## config.mk

```make
export PLATFORM = sky130hd
export DESIGN_NAME = tdrb_top
export DESIGN_NICKNAME = d
export VERILOG_FILES = /design/src/hw/tdrb_pkg.sv /design/src/hw/tdrb_ev_if.sv /design/src/hw/tdrb_track.sv /design/src/hw/tdrb_top.sv
export SDC_FILE = /design/constraint.sdc
export NUM_CORES = 1
export LEC_CHECK = 0
export CAP_MARGIN = 25
export CORE_MARGIN = 5
export CORE_UTILIZATION = 51
export DETAILED_ROUTE_END_ITERATION = 7
export DONT_BUFFER_PORTS = 1
export PLACE_DENSITY_LB_ADDON = 0.08
export SYNTH_ARGS = -nofsm -noshare
export SYNTH_HDL_FRONTEND = slang
export SYNTH_SLANG_ARGS = --single-unit
```

## constraint.sdc

```tcl
create_clock -name clock_i -period 3.8 [get_ports clock_i]
set_input_delay 0.19 -clock clock_i [delete_from_list [all_inputs] [get_ports clock_i]]
set_output_delay 0.19 -clock clock_i [all_outputs]
set_load 0.01 [all_outputs]
```

## src/hw/tdrb_pkg.sv

```systemverilog
// Package with constants and types of the technology diagnostic record builder
package tdrb_pkg;
	localparam logic [3:0] TDRB_ADR_CTRL   = 4'h0;
	localparam logic [3:0] TDRB_ADR_STATUS = 4'h1;
	localparam logic [3:0] TDRB_ADR_IRQ    = 4'h2;
	localparam logic [3:0] TDRB_ADR_MASK   = 4'h3;
	localparam logic [3:0] TDRB_ADR_REC0   = 4'h4;
	localparam logic [3:0] TDRB_ADR_REC1   = 4'h5;
	localparam logic [3:0] TDRB_ADR_REC2   = 4'h6;
	localparam logic [3:0] TDRB_ADR_REC3   = 4'h7;
	localparam logic [31:0] TDRB_CTRL_RST  = 32'h0000_0000;
	localparam int TDRB_CTRL_MODE_LSB      = 0;
	localparam int TDRB_CTRL_EN_BIT        = 2;
	localparam int TDRB_CTRL_ANALOG_BIT    = 3;
	localparam int TDRB_IRQ_IN_BIT         = 0;
	localparam int TDRB_IRQ_OUT_BIT        = 1;
	localparam logic [3:0] TDRB_CLASS_ANALOG  = 4'h5;
	localparam logic [3:0] TDRB_CLASS_DIGITAL = 4'hF;
	localparam logic [6:0] TDRB_CHTYPE_DI     = 7'h70;
	localparam logic [7:0] TDRB_DIAG_BITS     = 8'h08;
	localparam logic [7:0] TDRB_NUM_CHAN      = 8'h08;
	localparam int TDRB_LOST_BIT              = 6;
	localparam int TDRB_N_IN                  = 16;
	localparam int TDRB_N_TECH                = 3;
	typedef enum logic [1:0]
	{
		TDRB_MODE_COUNT = 2'b00,
		TDRB_MODE_FREQ  = 2'b01,
		TDRB_MODE_PWM   = 2'b10
	} tdrb_mode_type;
	typedef enum logic [1:0]
	{
		TDRB_ST_IDLE = 2'b00,
		TDRB_ST_DIAG = 2'b01
	} tdrb_state_type;
endpackage

```

## src/hw/tdrb_ev_if.sv

```systemverilog
// Interface carrying one event channel between the top and its trackers
`timescale 1ns/10ps
interface tdrb_ev_if;
	logic ev;
	logic done;
	logic busy;
	logic lost;
	logic clr;
	modport trk (input ev, input done, input clr, output busy, output lost);
	modport top (output ev, output done, output clr, input busy, input lost);
endinterface

```

## src/hw/tdrb_track.sv

```systemverilog
// Per event tracker: service state and sticky lost flag
`timescale 1ns/10ps
module tdrb_track
(
	input  wire logic   clock_i,
	input  wire logic   rst_b_i,
	tdrb_ev_if.trk      ch
);
	logic busy_q;
	logic lost_q;

	always_ff @(posedge clock_i)
	begin
		if (!rst_b_i)
			busy_q <= 1'b0;
		else if (ch.ev)
			busy_q <= 1'b1;
		else if (ch.done)
			busy_q <= 1'b0;
	end

	// Set wins over clear so a loss in the clear cycle is kept
	always_ff @(posedge clock_i)
	begin
		if (!rst_b_i)
			lost_q <= 1'b0;
		else if (ch.ev && busy_q)
			lost_q <= 1'b1;
		else if (ch.clr)
			lost_q <= 1'b0;
	end

	assign ch.busy = busy_q;
	assign ch.lost = lost_q;
endmodule

```

## src/hw/tdrb_top.sv

```systemverilog
// Diagnostic record builder with Wishbone register access
//
// The register addresses and the Wishbone interface to the registers were left to the implementer.
`timescale 1ns/10ps
module tdrb_top
	import tdrb_pkg::*;
(
	input  wire logic        clock_i,
	input  wire logic        rst_b_i,
	input  wire logic        wb_cyc_i,
	input  wire logic        wb_stb_i,
	input  wire logic        wb_we_i,
	input  wire logic [5:2]  wb_adr_i,
	input  wire logic [3:0]  wb_sel_i,
	input  wire logic [31:0] wb_dat_i,
	output logic      [31:0] wb_dat_o,
	output logic             wb_ack_o,
	input  wire logic [15:0] in_ev_i,
	input  wire logic [11:0] tech_ev_i,
	input  wire logic        svc_done_i,
	input  wire logic        mod_fail_i,
	input  wire logic        ext_err_i,
	input  wire logic [6:0]  grp_err_i,
	output logic             irq_o
);
	import tdrb_pkg::*;

	// Tech events: index 4*k+j, counter k; j 0 gate closed, 1 gate opened, 2 limit, 3 compare.
	// In frequency mode only j=0 of each channel (end of integration) is used.
	localparam int NEV = TDRB_N_IN + 4 * TDRB_N_TECH;

	logic [NEV-1:0] ev_s1_q;
	logic [NEV-1:0] ev_s2_q;
	logic [NEV-1:0] ev_prev_q;
	logic [NEV-1:0] ev_rise;
	logic [NEV-1:0] ev_use;
	logic [NEV-1:0] busy;
	logic [NEV-1:0] lost;
	logic [NEV-1:0] clr_lost;
	logic [8:0]     st_s1_q;
	logic [8:0]     st_s2_q;
	logic           done_s1_q;
	logic           done_s2_q;
	logic           done_prev_q;
	logic           done_pulse;

	// Pins enter through two flip-flops before any logic
	always_ff @(posedge clock_i)
	begin
		if (!rst_b_i)
		begin
			ev_s1_q   <= '0;
			ev_s2_q   <= '0;
			ev_prev_q <= '0;
			st_s1_q   <= '0;
			st_s2_q   <= '0;
			done_s1_q <= 1'b0;
			done_s2_q <= 1'b0;
			done_prev_q <= 1'b0;
		end
		else
		begin
			ev_s1_q   <= {tech_ev_i, in_ev_i};
			ev_s2_q   <= ev_s1_q;
			ev_prev_q <= ev_s2_q;
			st_s1_q   <= {grp_err_i, ext_err_i, mod_fail_i};
			st_s2_q   <= st_s1_q;
			done_s1_q <= svc_done_i;
			done_s2_q <= done_s1_q;
			done_prev_q <= done_s2_q;
		end
	end

	assign ev_rise    = ev_s2_q & ~ev_prev_q;
	assign done_pulse = done_s2_q & ~done_prev_q;

	logic [31:0]   ctrl_q;
	tdrb_mode_type mode;
	logic          diag_en;

	always_comb
	begin
		case (ctrl_q[TDRB_CTRL_MODE_LSB +: 2])
			2'b01:   mode = TDRB_MODE_FREQ;
			2'b10:   mode = TDRB_MODE_PWM;
			default: mode = TDRB_MODE_COUNT;
		endcase
	end
	assign diag_en = ctrl_q[TDRB_CTRL_EN_BIT];

	// Events with no process interrupt in the current mode are masked
	always_comb
	begin
		ev_use = ev_rise;
		for (int k = 0; k < TDRB_N_TECH; k++)
		begin
			if (mode == TDRB_MODE_PWM)
				ev_use[TDRB_N_IN + 4*k +: 4] = 4'h0;
			else if (mode == TDRB_MODE_FREQ)
				ev_use[TDRB_N_IN + 4*k + 1 +: 3] = 3'h0;
		end
	end

	genvar g;
	generate
		for (g = 0; g < NEV; g++)
		begin : g_trk
			tdrb_ev_if ch ();
			assign ch.ev   = ev_use[g];
			assign ch.done = done_pulse;
			assign ch.clr  = clr_lost[g];
			assign busy[g] = ch.busy;
			assign lost[g] = ch.lost;
			tdrb_track u_trk
			(
				.clock_i (clock_i),
				.rst_b_i (rst_b_i),
				.ch      (ch)
			);
		end
	endgenerate

	// Error state
	logic          any_err;
	logic          err_prev_q;
	logic          err_fell;
	tdrb_state_type st_q;
	logic [7:0]    rec_q [0:15];
	logic [7:0]    rec_d [0:15];
	logic          cap_in;
	logic          cap_out;

	assign any_err  = (|lost) | st_s2_q[0] | st_s2_q[1] | (|st_s2_q[8:2]);
	assign err_fell = err_prev_q & ~any_err;
	assign cap_in   = diag_en && any_err && (st_q == TDRB_ST_IDLE);
	assign cap_out  = diag_en && err_fell && (st_q == TDRB_ST_DIAG);

	always_ff @(posedge clock_i)
	begin
		if (!rst_b_i)
			err_prev_q <= 1'b0;
		else
			err_prev_q <= any_err;
	end

	always_ff @(posedge clock_i)
	begin
		if (!rst_b_i)
			st_q <= TDRB_ST_IDLE;
		else
		begin
			case (st_q)
				TDRB_ST_IDLE: if (cap_in) st_q <= TDRB_ST_DIAG;
				TDRB_ST_DIAG: if (!any_err || !diag_en) st_q <= TDRB_ST_IDLE;
				default:      st_q <= TDRB_ST_IDLE;
			endcase
		end
	end

	// Record image, built fresh each cycle and frozen only on an event
	always_comb
	begin
		for (int i = 0; i < 16; i++)
			rec_d[i] = 8'h00;
		rec_d[0][0] = st_s2_q[0];
		rec_d[0][2] = st_s2_q[1];
		rec_d[0][3] = (|st_s2_q[8:2]) | (|lost);
		rec_d[1][3:0] = ctrl_q[TDRB_CTRL_ANALOG_BIT] ? TDRB_CLASS_ANALOG
			: TDRB_CLASS_DIGITAL;
		rec_d[1][4] = 1'b1;
		rec_d[3][TDRB_LOST_BIT] = |lost;
		rec_d[4] = {1'b0, TDRB_CHTYPE_DI};
		rec_d[5] = TDRB_DIAG_BITS;
		rec_d[6] = TDRB_NUM_CHAN;
		rec_d[7][3:0] = st_s2_q[5:2];
		if (mode != TDRB_MODE_PWM)
			rec_d[7][6:4] = st_s2_q[8:6];
		for (int i = 0; i < TDRB_N_IN; i++)
			rec_d[8 + i/4][2*(i%4)] = lost[i];
		for (int k = 0; k < TDRB_N_TECH; k++)
		begin
			if (mode == TDRB_MODE_COUNT)
			begin
				rec_d[12+k][0] = lost[TDRB_N_IN + 4*k];
				rec_d[12+k][2] = lost[TDRB_N_IN + 4*k + 1];
				rec_d[12+k][4] = lost[TDRB_N_IN + 4*k + 2];
				rec_d[12+k][6] = lost[TDRB_N_IN + 4*k + 3];
			end
			else if (mode == TDRB_MODE_FREQ)
				rec_d[12+k][0] = lost[TDRB_N_IN + 4*k];
		end
	end

	always_ff @(posedge clock_i)
	begin
		if (!rst_b_i)
		begin
			for (int i = 0; i < 16; i++)
				rec_q[i] <= 8'h00;
		end
		else if (cap_in)
		begin
			for (int i = 0; i < 16; i++)
				rec_q[i] <= rec_d[i];
		end
		else if (cap_out)
		begin
			rec_q[0] <= rec_d[0];
			rec_q[1] <= rec_d[1];
			rec_q[2] <= 8'h00;
			rec_q[3] <= 8'h00;
			for (int i = 4; i < 16; i++)
				rec_q[i] <= rec_d[i];
		end
	end

	// Wishbone slave
	logic        req;
	logic        ack_q;
	logic [31:0] rdat;
	logic [1:0]  irq_st_q;
	logic [1:0]  irq_mask_q;
	logic        rd_irq;

	assign req    = wb_cyc_i & wb_stb_i & ~ack_q;
	assign rd_irq = req & ~wb_we_i & (wb_adr_i == TDRB_ADR_IRQ);

	always_ff @(posedge clock_i)
	begin
		if (!rst_b_i)
			ack_q <= 1'b0;
		else
			ack_q <= req;
	end

	always_ff @(posedge clock_i)
	begin
		if (!rst_b_i)
			ctrl_q <= TDRB_CTRL_RST;
		else if (req && wb_we_i && wb_adr_i == TDRB_ADR_CTRL && wb_sel_i[0])
			ctrl_q <= {28'h0, wb_dat_i[3:0]};
	end

	always_ff @(posedge clock_i)
	begin
		if (!rst_b_i)
			irq_mask_q <= 2'h0;
		else if (req && wb_we_i && wb_adr_i == TDRB_ADR_MASK && wb_sel_i[0])
			irq_mask_q <= wb_dat_i[1:0];
	end

	// Read of the IRQ register clears; a new event in the same cycle wins
	always_ff @(posedge clock_i)
	begin
		if (!rst_b_i)
			irq_st_q <= 2'h0;
		else
		begin
			irq_st_q[TDRB_IRQ_IN_BIT]  <= cap_in | (irq_st_q[TDRB_IRQ_IN_BIT] & ~rd_irq);
			irq_st_q[TDRB_IRQ_OUT_BIT] <= cap_out | (irq_st_q[TDRB_IRQ_OUT_BIT] & ~rd_irq);
		end
	end

	// Service of the pending interrupt clears the lost flags, so the error can fall.
	// Clearing on the outgoing capture instead would deadlock, since that needs no error.
	assign clr_lost = {NEV{done_pulse}};

	always_comb
	begin
		case (wb_adr_i)
			TDRB_ADR_CTRL:   rdat = ctrl_q;
			TDRB_ADR_STATUS: rdat = {30'h0, any_err, (st_q == TDRB_ST_DIAG)};
			TDRB_ADR_IRQ:    rdat = {30'h0, irq_st_q};
			TDRB_ADR_MASK:   rdat = {30'h0, irq_mask_q};
			TDRB_ADR_REC0:   rdat = {rec_q[3], rec_q[2], rec_q[1], rec_q[0]};
			TDRB_ADR_REC1:   rdat = {rec_q[7], rec_q[6], rec_q[5], rec_q[4]};
			TDRB_ADR_REC2:   rdat = {rec_q[11], rec_q[10], rec_q[9], rec_q[8]};
			TDRB_ADR_REC3:   rdat = {rec_q[15], rec_q[14], rec_q[13], rec_q[12]};
			default:         rdat = 32'h0000_0000;
		endcase
	end

	always_ff @(posedge clock_i)
	begin
		if (!rst_b_i)
			wb_dat_o <= 32'h0000_0000;
		else if (req && !wb_we_i)
			wb_dat_o <= rdat;
	end

	assign wb_ack_o = ack_q;
	assign irq_o    = |(irq_st_q & irq_mask_q);

	// Checks
	a_out_zero_tail: assert property (@(posedge clock_i) disable iff (!rst_b_i)
		cap_out |=> (rec_q[2] == 8'h00 && rec_q[3] == 8'h00))
		else $error("outgoing record bytes 2 and 3 not zero");
	a_byte0_fixed: assert property (@(posedge clock_i) disable iff (!rst_b_i)
		(rec_q[0][1] == 1'b0 && rec_q[0][7:4] == 4'h0))
		else $error("fixed bits of byte 0 set");
	a_byte1_class: assert property (@(posedge clock_i) disable iff (!rst_b_i)
		cap_in |=> (rec_q[1][7:5] == 3'h0 && rec_q[1][4]
		&& (rec_q[1][3:0] == TDRB_CLASS_ANALOG || rec_q[1][3:0] == TDRB_CLASS_DIGITAL)))
		else $error("byte 1 class field wrong");
	a_ext_header: assert property (@(posedge clock_i) disable iff (!rst_b_i)
		cap_in |=> (rec_q[4] == 8'h70 && rec_q[5] == 8'h08 && rec_q[6] == 8'h08))
		else $error("extended header bytes wrong");
	a_pwm_reserved: assert property (@(posedge clock_i) disable iff (!rst_b_i)
		(cap_in && mode == TDRB_MODE_PWM) |=> (rec_q[7][7:4] == 4'h0
		&& rec_q[12] == 8'h00 && rec_q[13] == 8'h00 && rec_q[15] == 8'h00))
		else $error("reserved pwm bytes not zero");
	a_odd_bits_zero: assert property (@(posedge clock_i) disable iff (!rst_b_i)
		((rec_q[8] & 8'hAA) == 8'h00 && (rec_q[11] & 8'hAA) == 8'h00))
		else $error("odd lost bits set");
	a_lost_raises: assert property (@(posedge clock_i) disable iff (!rst_b_i)
		(|(ev_use & busy)) |=> ((lost & $past(ev_use & busy)) == $past(ev_use & busy)))
		else $error("lost flag not raised");
	a_snapshot_hold: assert property (@(posedge clock_i) disable iff (!rst_b_i)
		(!cap_in && !cap_out) |=> $stable(rec_q[0]) && $stable(rec_q[8]))
		else $error("record changed without event");
	a_irq_lost_bit: assert property (@(posedge clock_i) disable iff (!rst_b_i)
		cap_in |=> (rec_q[3][TDRB_LOST_BIT] == (|$past(lost)) && rec_q[15] == 8'h00))
		else $error("lost bit of byte 3 wrong");
endmodule

```

Yosys cells after proc, flatten, opt, wreduce, memory -nomap -nowiden
Memories as Yosys holds them, arrays and structs flattened.
Index checks and enable logic that the tools add are counted.
{"block": "classes", "n_eq_ne": 15, "muxes": 128, "bitwise": 54, "reduce_logical": 105}
{"op": "$pmux 32 s8", "n": 1}
{"op": "$mux 7", "n": 32}
{"op": "$reduce_bool 2->1", "n": 56}
{"op": "$mux 1", "n": 83}
{"op": "$logic_and 1x1->1", "n": 38}
{"op": "$or 1x1->1", "n": 38}
{"op": "$and 28x28->28", "n": 1}
{"op": "$not 28->28", "n": 1}
{"op": "$reduce_or 28->1", "n": 1}
{"op": "$mux 3", "n": 7}
{"op": "$eq 4x3->1 const B", "n": 4}
{"op": "$and 1x1->1", "n": 8}
{"op": "$eq 4x2->1 const B", "n": 2}
{"op": "$pmux 2 s2", "n": 2}
{"op": "$reduce_or 7->1", "n": 1}
{"op": "$eq 2x1->1 const B", "n": 3}
{"op": "$ne 2x2->1 const B", "n": 3}
{"op": "$not 1->1", "n": 5}
{"op": "$eq 2x2->1 const B", "n": 2}
{"op": "$eq 4x1->1 const B", "n": 1}
{"op": "$logic_not 2->1", "n": 2}
{"op": "$logic_not 4->1", "n": 1}
{"op": "$mux 2", "n": 2}
{"op": "$mux 4", "n": 1}
{"op": "5 further kinds", "n": 7}
{"block": "word_totals", "ff_bits": 205, "mem_bits_rw": 112, "in_bits": 83, "wordCells": 374, "n_memories": 1}
{"name": "rec_q", "words": 16, "word_bits": 7, "read_ports": 16, "rd_clocked_by_memory_dff": 0, "wr": 16, "line": "tdrb_top.sv:128", "rtl": "logic [7:0] rec_q [0:15];"}

Logic depth before layout (Yosys ltp)
Gate-level depths: netlist of the first run.
{"block": "logic_depth", "depth_word": 13, "depth_mapped": 8, "ltp_nobuf": 7}

By module
Synthesis of the first run repeated with hierarchy kept, for this count alone.
{"block": "unflattened", "cells_unflattened": 770, "hier_area_um2": 8714.6}
{"mod": "tdrb_top", "n_inst": 1, "cells_per_inst": 574, "area_each_um2": 6507.5, "seq_area_each_um2": 4023.9}
{"mod": "tdrb_track", "n_inst": 28, "cells_per_inst": 7, "area_each_um2": 78.8, "seq_area_each_um2": 40.0}

Worst setup path after synthesis of the first run
Ideal clock, no wire load.
{"block": "synth_timing", "path_type": "reg2reg", "startpoint": "register st_s2_q[5]", "endpoint": "memory rec_q[1][14] (netlist bit), enable pin", "setup_time_ns": 0.315, "t_arrival_ns": 2.518, "slack_ns": 0.967, "stages_incl_launch_ff": 7, "path_buffers": 0, "synth_period_minus_slack_ns": 2.833, "path_cell_list": "dfxtp_1 -> or4_4 -> or4_1 -> nor3_1 -> nor2b_1 -> ha_1 -> or3b_2"}
{"item": "from (decl)", "line": "tdrb_top.sv:41", "rtl": "logic [8:0] st_s2_q;"}
{"item": "from (signal assigned)", "line": "tdrb_top.sv:67", "rtl": "st_s2_q <= st_s1_q;"}
{"item": "to (decl)", "line": "tdrb_top.sv:128"}

==> flow_summary.ini, run 1 <==
[synthesis]
synthArstFlopShare_pct = 0
ys_seq_area_share_pct = 60.7
synth_cells = 762
yosysTopAreaCell = dfxtp_1
synth_area_sq_um = 8480
yosys_most_used_dff = dfxtp_1
ys_warn_count = 0
syn_area_per_cell_sq_um = 11.1
synthDistinctLibCells = 51
synth_top_area_share_pct = 46.5
synth_edf_count = 40
ys_seq_elements = 237
synthTopCellsByArea = dfxtp_1 47%, edfxtp_1 14%, and2_1 9.7%

[clocking]
htreeDepth = 1
cts_setup_buffers = 0
numClockSinks = 237
cts_tree = done
cts_resized = 0
hold_buffers = 73
numCtsBuffers = 24
cts_buffer_depth = 3
clk_pin_slew_ps = 60
insertion_delay_ps = 500
root_buffer = clkbuf_16

[sta]
worstMarginPinSlew_ps = 777
rsz0062_at_grt = no
period_needed_ps = 3180
setup_violations = 0
skew_ps = 8.16
relSlewSlack_pct = 48.2
drv_slew = 0
min_period_over_period_pct = 83.7
final-hold-violation-count = 0
fin_setup_tns_ps = 0
max_freq_ghz = 0.315

[floorplanning]
start_util_pct = 51.5
dieArea_sq_um = 19300
die_w_microns = 139
dieHeight_microns = 139
core_area_sq_um = 16500
ios = 117
rows = 47

[place]
dpl.cell_count = 938
gp_congestion = 0.865
place_area_sq_um = 8550
hpwl_mm = 9.99
io_buffers = 0

[worst_setup_path]
r2r-end = rec_q[1][14]
rr_worst_depth = 6
ff2ff_setup_slack_ps = 620
r2r-start = st_s2_q[5]
cp.depth = 6
slowest_delay_ps = 740
critPathKind = flip-flop to flip-flop
crit_fanout = 20
crit_family = simple AND/OR/NAND/NOR gates
cp-start-kind = flip-flop
critPathRequiredTime_ps = 3970
critPathSlowestCell = or3b_2
cp_cell_sequence = or4_4, or4_1, nor3_1, nor2b_1, ha_1, or3b_2
cp.arrival_ps = 3350
critPathBufInv = 0
cp-end-kind = flip-flop

[power]
power_density_nw_per_um2 = 524
power.total_uw = 5320
p_leak_uw = 0.00391
ir_drop_mv = 0.363

[finish]
final_core_util_pct = 61.6
final_cell_area_sq_um = 10200
syn_to_final_growth_pct = 19.7
num_antenna_cells = 0
layout-drive-gt1-share_pct = 8.03
nets = 903
finalNonFillerCells = 1054

[grt]
grt_max_degree = 192
first_global_vias = 5289
antenna_found_initial = 0
grt_pass1_wl_mm = 26.8
grt-ovfl-total = 0
grtUsageTotal_pct = 16.5

[hold_path]
hold_depth = 3
hold_path_class = input port to flip-flop
min_to = wb_dat_o[12]
min-delay-start = wb_adr_i[3]

[route]
antenna_left = 0
drc = 0
initialDrtViolationCount = 270
via_count = 5300
dr.pass1.iters = 4
routed_wl_mm = 16.1
wl_per_cell_microns = 15.3
drt-vias-per-instance = 5.03

[run]
drv_cap = 0

[run_status]
status = finished clean
-- tightest hold or removal path, stage by stage --
cell and delay, ps:
a21oi_1 40, o21ai_0 140, and2_1 110
-- sequential cells by signal (all words and copies together), names as in the netlist, 4 cells and up --
signal and flops:
rec_q 41, ev_prev_q 28, ev_s1_q 28, ev_s2_q 28, g_trk.u_trk.ch.busy 28, g_trk.u_trk.ch.lost 28
wb_dat_o 24, st_s1_q 9, st_s2_q 9, ctrl_q 4
-- worst max path at each step --
stage	from	end	slack [ps]
6_report	st_s2_q[5]	rec_q[1][14]	620
5_1_grt	st_s2_q[5]	rec_q[1][7]	420
4_1_cts	st_s2_q[5]	rec_q[1][18]	570
3_5_place_dp	st_s2_q[5]	rec_q[1][46]	600
3_3_place_gp	st_s2_q[5]	rec_q[1][14]	700
2_1_floorplan	st_s2_q[5]	rec_q[1][14]	970
-- cell families (layout without fill, tap and decap cells) --
family                     count (synthesis)  count (layout)  synth area share (%)
adders and majority gates                  3               3                 0.443
AOI/OAI and AO/OA                        117             117                  9.56
and+or+nand+nor                          324             324                  23.3
muxes                                     22              22                  2.69
buffers and inverters                     57             123                  3.17
DFF                                      237             237                  60.7
xor gates and xnor gates                   1               1                 0.103
other                                      1               7                0.0442
-- per-layer routing --
metal	track usage, %	vias to the layer above	wire length [microns]
met1	20.8	2448	7060
met3	4.00	26	940
li1	-	2690	-
met2	28.6	136	7800
met5	0	-	0
met4	4.53	0	321
-- where the power goes --
group	switching, uW	internal [uW]	total, uW
clock	902	1500	2400
combinational	113	136	249
sequential	34.4	2630	2670
total	1050	4270	5320
-- final cells by class --
type / instances / area (sq um)
inverters: 4 / 15.0
repair buffers: 76 / 771
flip-flops and latches: 237 / 5140
multi-input cells: 474 / 3100
clock buffers: 36 / 790
clock inverters: 7 / 60.1
well taps: 220 / 275
fillers: 1360 / 6310
-- Yosys cell counts (2+ instances only) --
library cell / number
o31ai_1: 5
o2bb2ai_1: 2
nand2b_1: 4
nor2b_1: 87
ha_1: 3
a21oi_1: 34
a22o_1: 4
o21ai_0: 7
buf_1: 8
or3_1: 3
mux2_2: 6
mux2i_1: 16
a21boi_0: 17
nor4_1: 8
a22oi_1: 31
nor3b_1: 14
a21boi_2: 4
or4_1: 2
edfxtp_1: 40
nand2_1: 27
and3_1: 11
nor3_1: 3
nor2_1: 5
inv_1: 4
nand4_1: 4
nand3_1: 13
buf_4: 8
a21oi_2: 4
clkbuf_1: 34
or3b_2: 4
dfxtp_1: 197
a221oi_1: 2
o21a_1: 2
and2_1: 132
-- metrics by stage --
| stage | hold slack (ps) | setup WS [ps] |
|---|---|---|
| 6_report | 21.0 | 621 |
| 3_3_place_gp | 318 | 702 |
| 3_5_place_dp | 320 | 604 |
| 5_1_grt | 24.3 | 420 |
| 2_1_floorplan | 317 | 967 |
| 4_1_cts | 8.38 | 571 |
-- placed cells by master, fill, tap and decap left out, drive strengths merged, types with 13 or more instances in the layout --
cell type    synthesis  layout
nand3               13      13
nor2b               87      87
nand2               27      27
a21oi               38      38
edfxtp              40      40
dlygate4sd3          0      72
a22oi               31      31
mux2i               16      16
and2               132     132
nor3b               14      14
a21boi              21      21
dfxtp              197     197
clkbuf              34      36
No activity file was read; power rests on OpenSTA's default activity.
==> run 2, diff against run 1 <==
- clock period: 3.8 -> 3.3 ns (I/O delays scaled with it)
==> run 2 against run 1 <==
Compared with the run above:
- maximum frequency up 5.2%
- register-to-register slack lost 340 ps
- global-route usage is 0.30 points higher
- total power increased by 11%
- critical path type unchanged
- largest cell class unchanged
==> flow_summary.ini, run 2 (synthesis gave the netlist of run 1 again) <==
[run_status]
status = finished clean

[clocking]
cts_buffer_depth = 3
htreeDepth = 1
cts_setup_buffers = 0
insertion_delay_ps = 510
root_buffer = clkbuf_16
cts_tree = done
numCtsBuffers = 24
clk_pin_slew_ps = 60
numClockSinks = 237

[route]
dr.pass1.iters = 4
routed_wl_mm = 16.1
drt-vias-per-instance = 4.98
antenna_left = 0
initialDrtViolationCount = 249
via_count = 5321
wl_per_cell_microns = 15.1
drc = 0

[floorplanning]
rows = 47
die_w_microns = 139
dieHeight_microns = 139
start_util_pct = 51.5
core_area_sq_um = 16500
dieArea_sq_um = 19300
ios = 117

[worst_setup_path]
rr_worst_depth = 6
cp-start-kind = flip-flop
crit_family = simple AND/OR/NAND/NOR gates
crit_fanout = 20
critPathSlowestCell = or3b_2
cp.arrival_ps = 3200
slowest_delay_ps = 740
r2r-start = st_s2_q[5]
cp_cell_sequence = or4_4, or4_1, nor3_1, nor2b_1, ha_1, or3b_2
r2r-end = rec_q[1][42]
cp-end-kind = flip-flop
ff2ff_setup_slack_ps = 280
critPathRequiredTime_ps = 3480
critPathKind = flip-flop to flip-flop
critPathBufInv = 0

[sta]
rsz0062_at_grt = no
fin_setup_tns_ps = 0
relSlewSlack_pct = 48.7
period_needed_ps = 3020
drv_slew = 0
worstMarginPinSlew_ps = 770
setup_violations = 0
min_period_over_period_pct = 91.6
skew_ps = 6.52
final-hold-violation-count = 0
max_freq_ghz = 0.331

[grt]
grt_max_degree = 185
antenna_found_initial = 0
grtUsageTotal_pct = 16.8
grt_pass1_wl_mm = 27.0
grt-ovfl-total = 0
first_global_vias = 5343

[place]
dpl.cell_count = 940
hpwl_mm = 10.0
gp_congestion = 0.839
io_buffers = 0

[finish]
largest_reg_flops = 41
layout-drive-gt1-share_pct = 7.30
final_common_cell = dfxtp_1
final_core_util_pct = 62.0
num_antenna_cells = 0
nFillCells = 1339
top_register = rec_q
layout_common_cells = 197 x dfxtp_1, 132 x and2_1, 87 x nor2b_1, 86 x dlygate4sd3_1, 40 x edfxtp_1
nets = 919
syn_to_final_growth_pct = 20.4
finalNonFillerCells = 1069

[power]
ir_drop_mv = 0.385
power_density_nw_per_um2 = 579
power.total_uw = 5920
p_leak_uw = 0.00394

[hold_path]
min-delay-start = wb_adr_i[2]
min_to = wb_dat_o[22]
hold_depth = 3
hold_path_class = input port to flip-flop

[run]
drv_cap = 0
run 2: changes by cell type in the layout (fill, tap and decap cells not counted), sizes merged:
| cell | before | now |
|---|---|---|
| dlygate4sd3 | 72 | 86 |
| clkinv | 6 | 7 |
| buf | 4 | 6 |
| clkbuf | 36 | 35 |
| bufinv | 1 | 0 |
run 2: power by group:
part	total, uW	switching [uW]	internal [uW]	leakage (uW)
clock	2540	1030	1510	0.000378
combinational	302	133	168	0.00154
sequential	3070	39.2	3030	0.00202
total	5920	1200	4720	0.00394
run 2: repair_timing:
item,in CTS,in global routing
hold endpoints to repair,216,0
resized for setup,0,0
hold buffers,87,0
run 2: layer usage:
metal  wire length [microns]  up-vias  GRT usage, %
met2                    7760      129          28.4
met1                    7020     2427          21.4
met3                     881       30          3.41
li1                        -     2735             -
met5                       0        -             0
met4                     472        0          6.33
run 2: worst min-delay path, stage by stage:
cell     delay (ps)
mux2i_1          50
o31ai_1         170
and2_1          110
run 2: final cells by class:
| class | instances | area (sq um) | share of cell area, % |
|---|---|---|---|
| clock buffer | 35 | 724 | 7.09 |
| sequential | 237 | 5140 | 50.4 |
| timing repair buffer | 92 | 926 | 9.07 |
| multi-input combinational | 474 | 3100 | 30.3 |
| clock inverter | 7 | 32.5 | 0.319 |
| inverter | 4 | 15.0 | 0.147 |
| tap | 220 | 275 | 2.70 |
run 2: stage by stage:
step	hold WS (ps)	cell area, sq um	setup slack [ps]
after CTS	1.27	10200	284
after floorplan	292	8500	467
after global routing	26.9	10200	141
after global placement	293	8570	352
after detailed placement	295	8570	297
final	24.7	10200	277
run 2: how the worst max path moves through the flow:
stage / startpoint / end / depth (start not counted)
global route: st_s2_q[5] / rec_q[1][42] / 6
CTS: st_s2_q[5] / rec_q[1][34] / 6
floorplan: st_s2_q[5] / rec_q[1][14] / 6
detailed placement: st_s2_q[5] / rec_q[1][42] / 6
finish: st_s2_q[5] / rec_q[1][42] / 6
global placement: st_s2_q[5] / rec_q[1][16] / 6
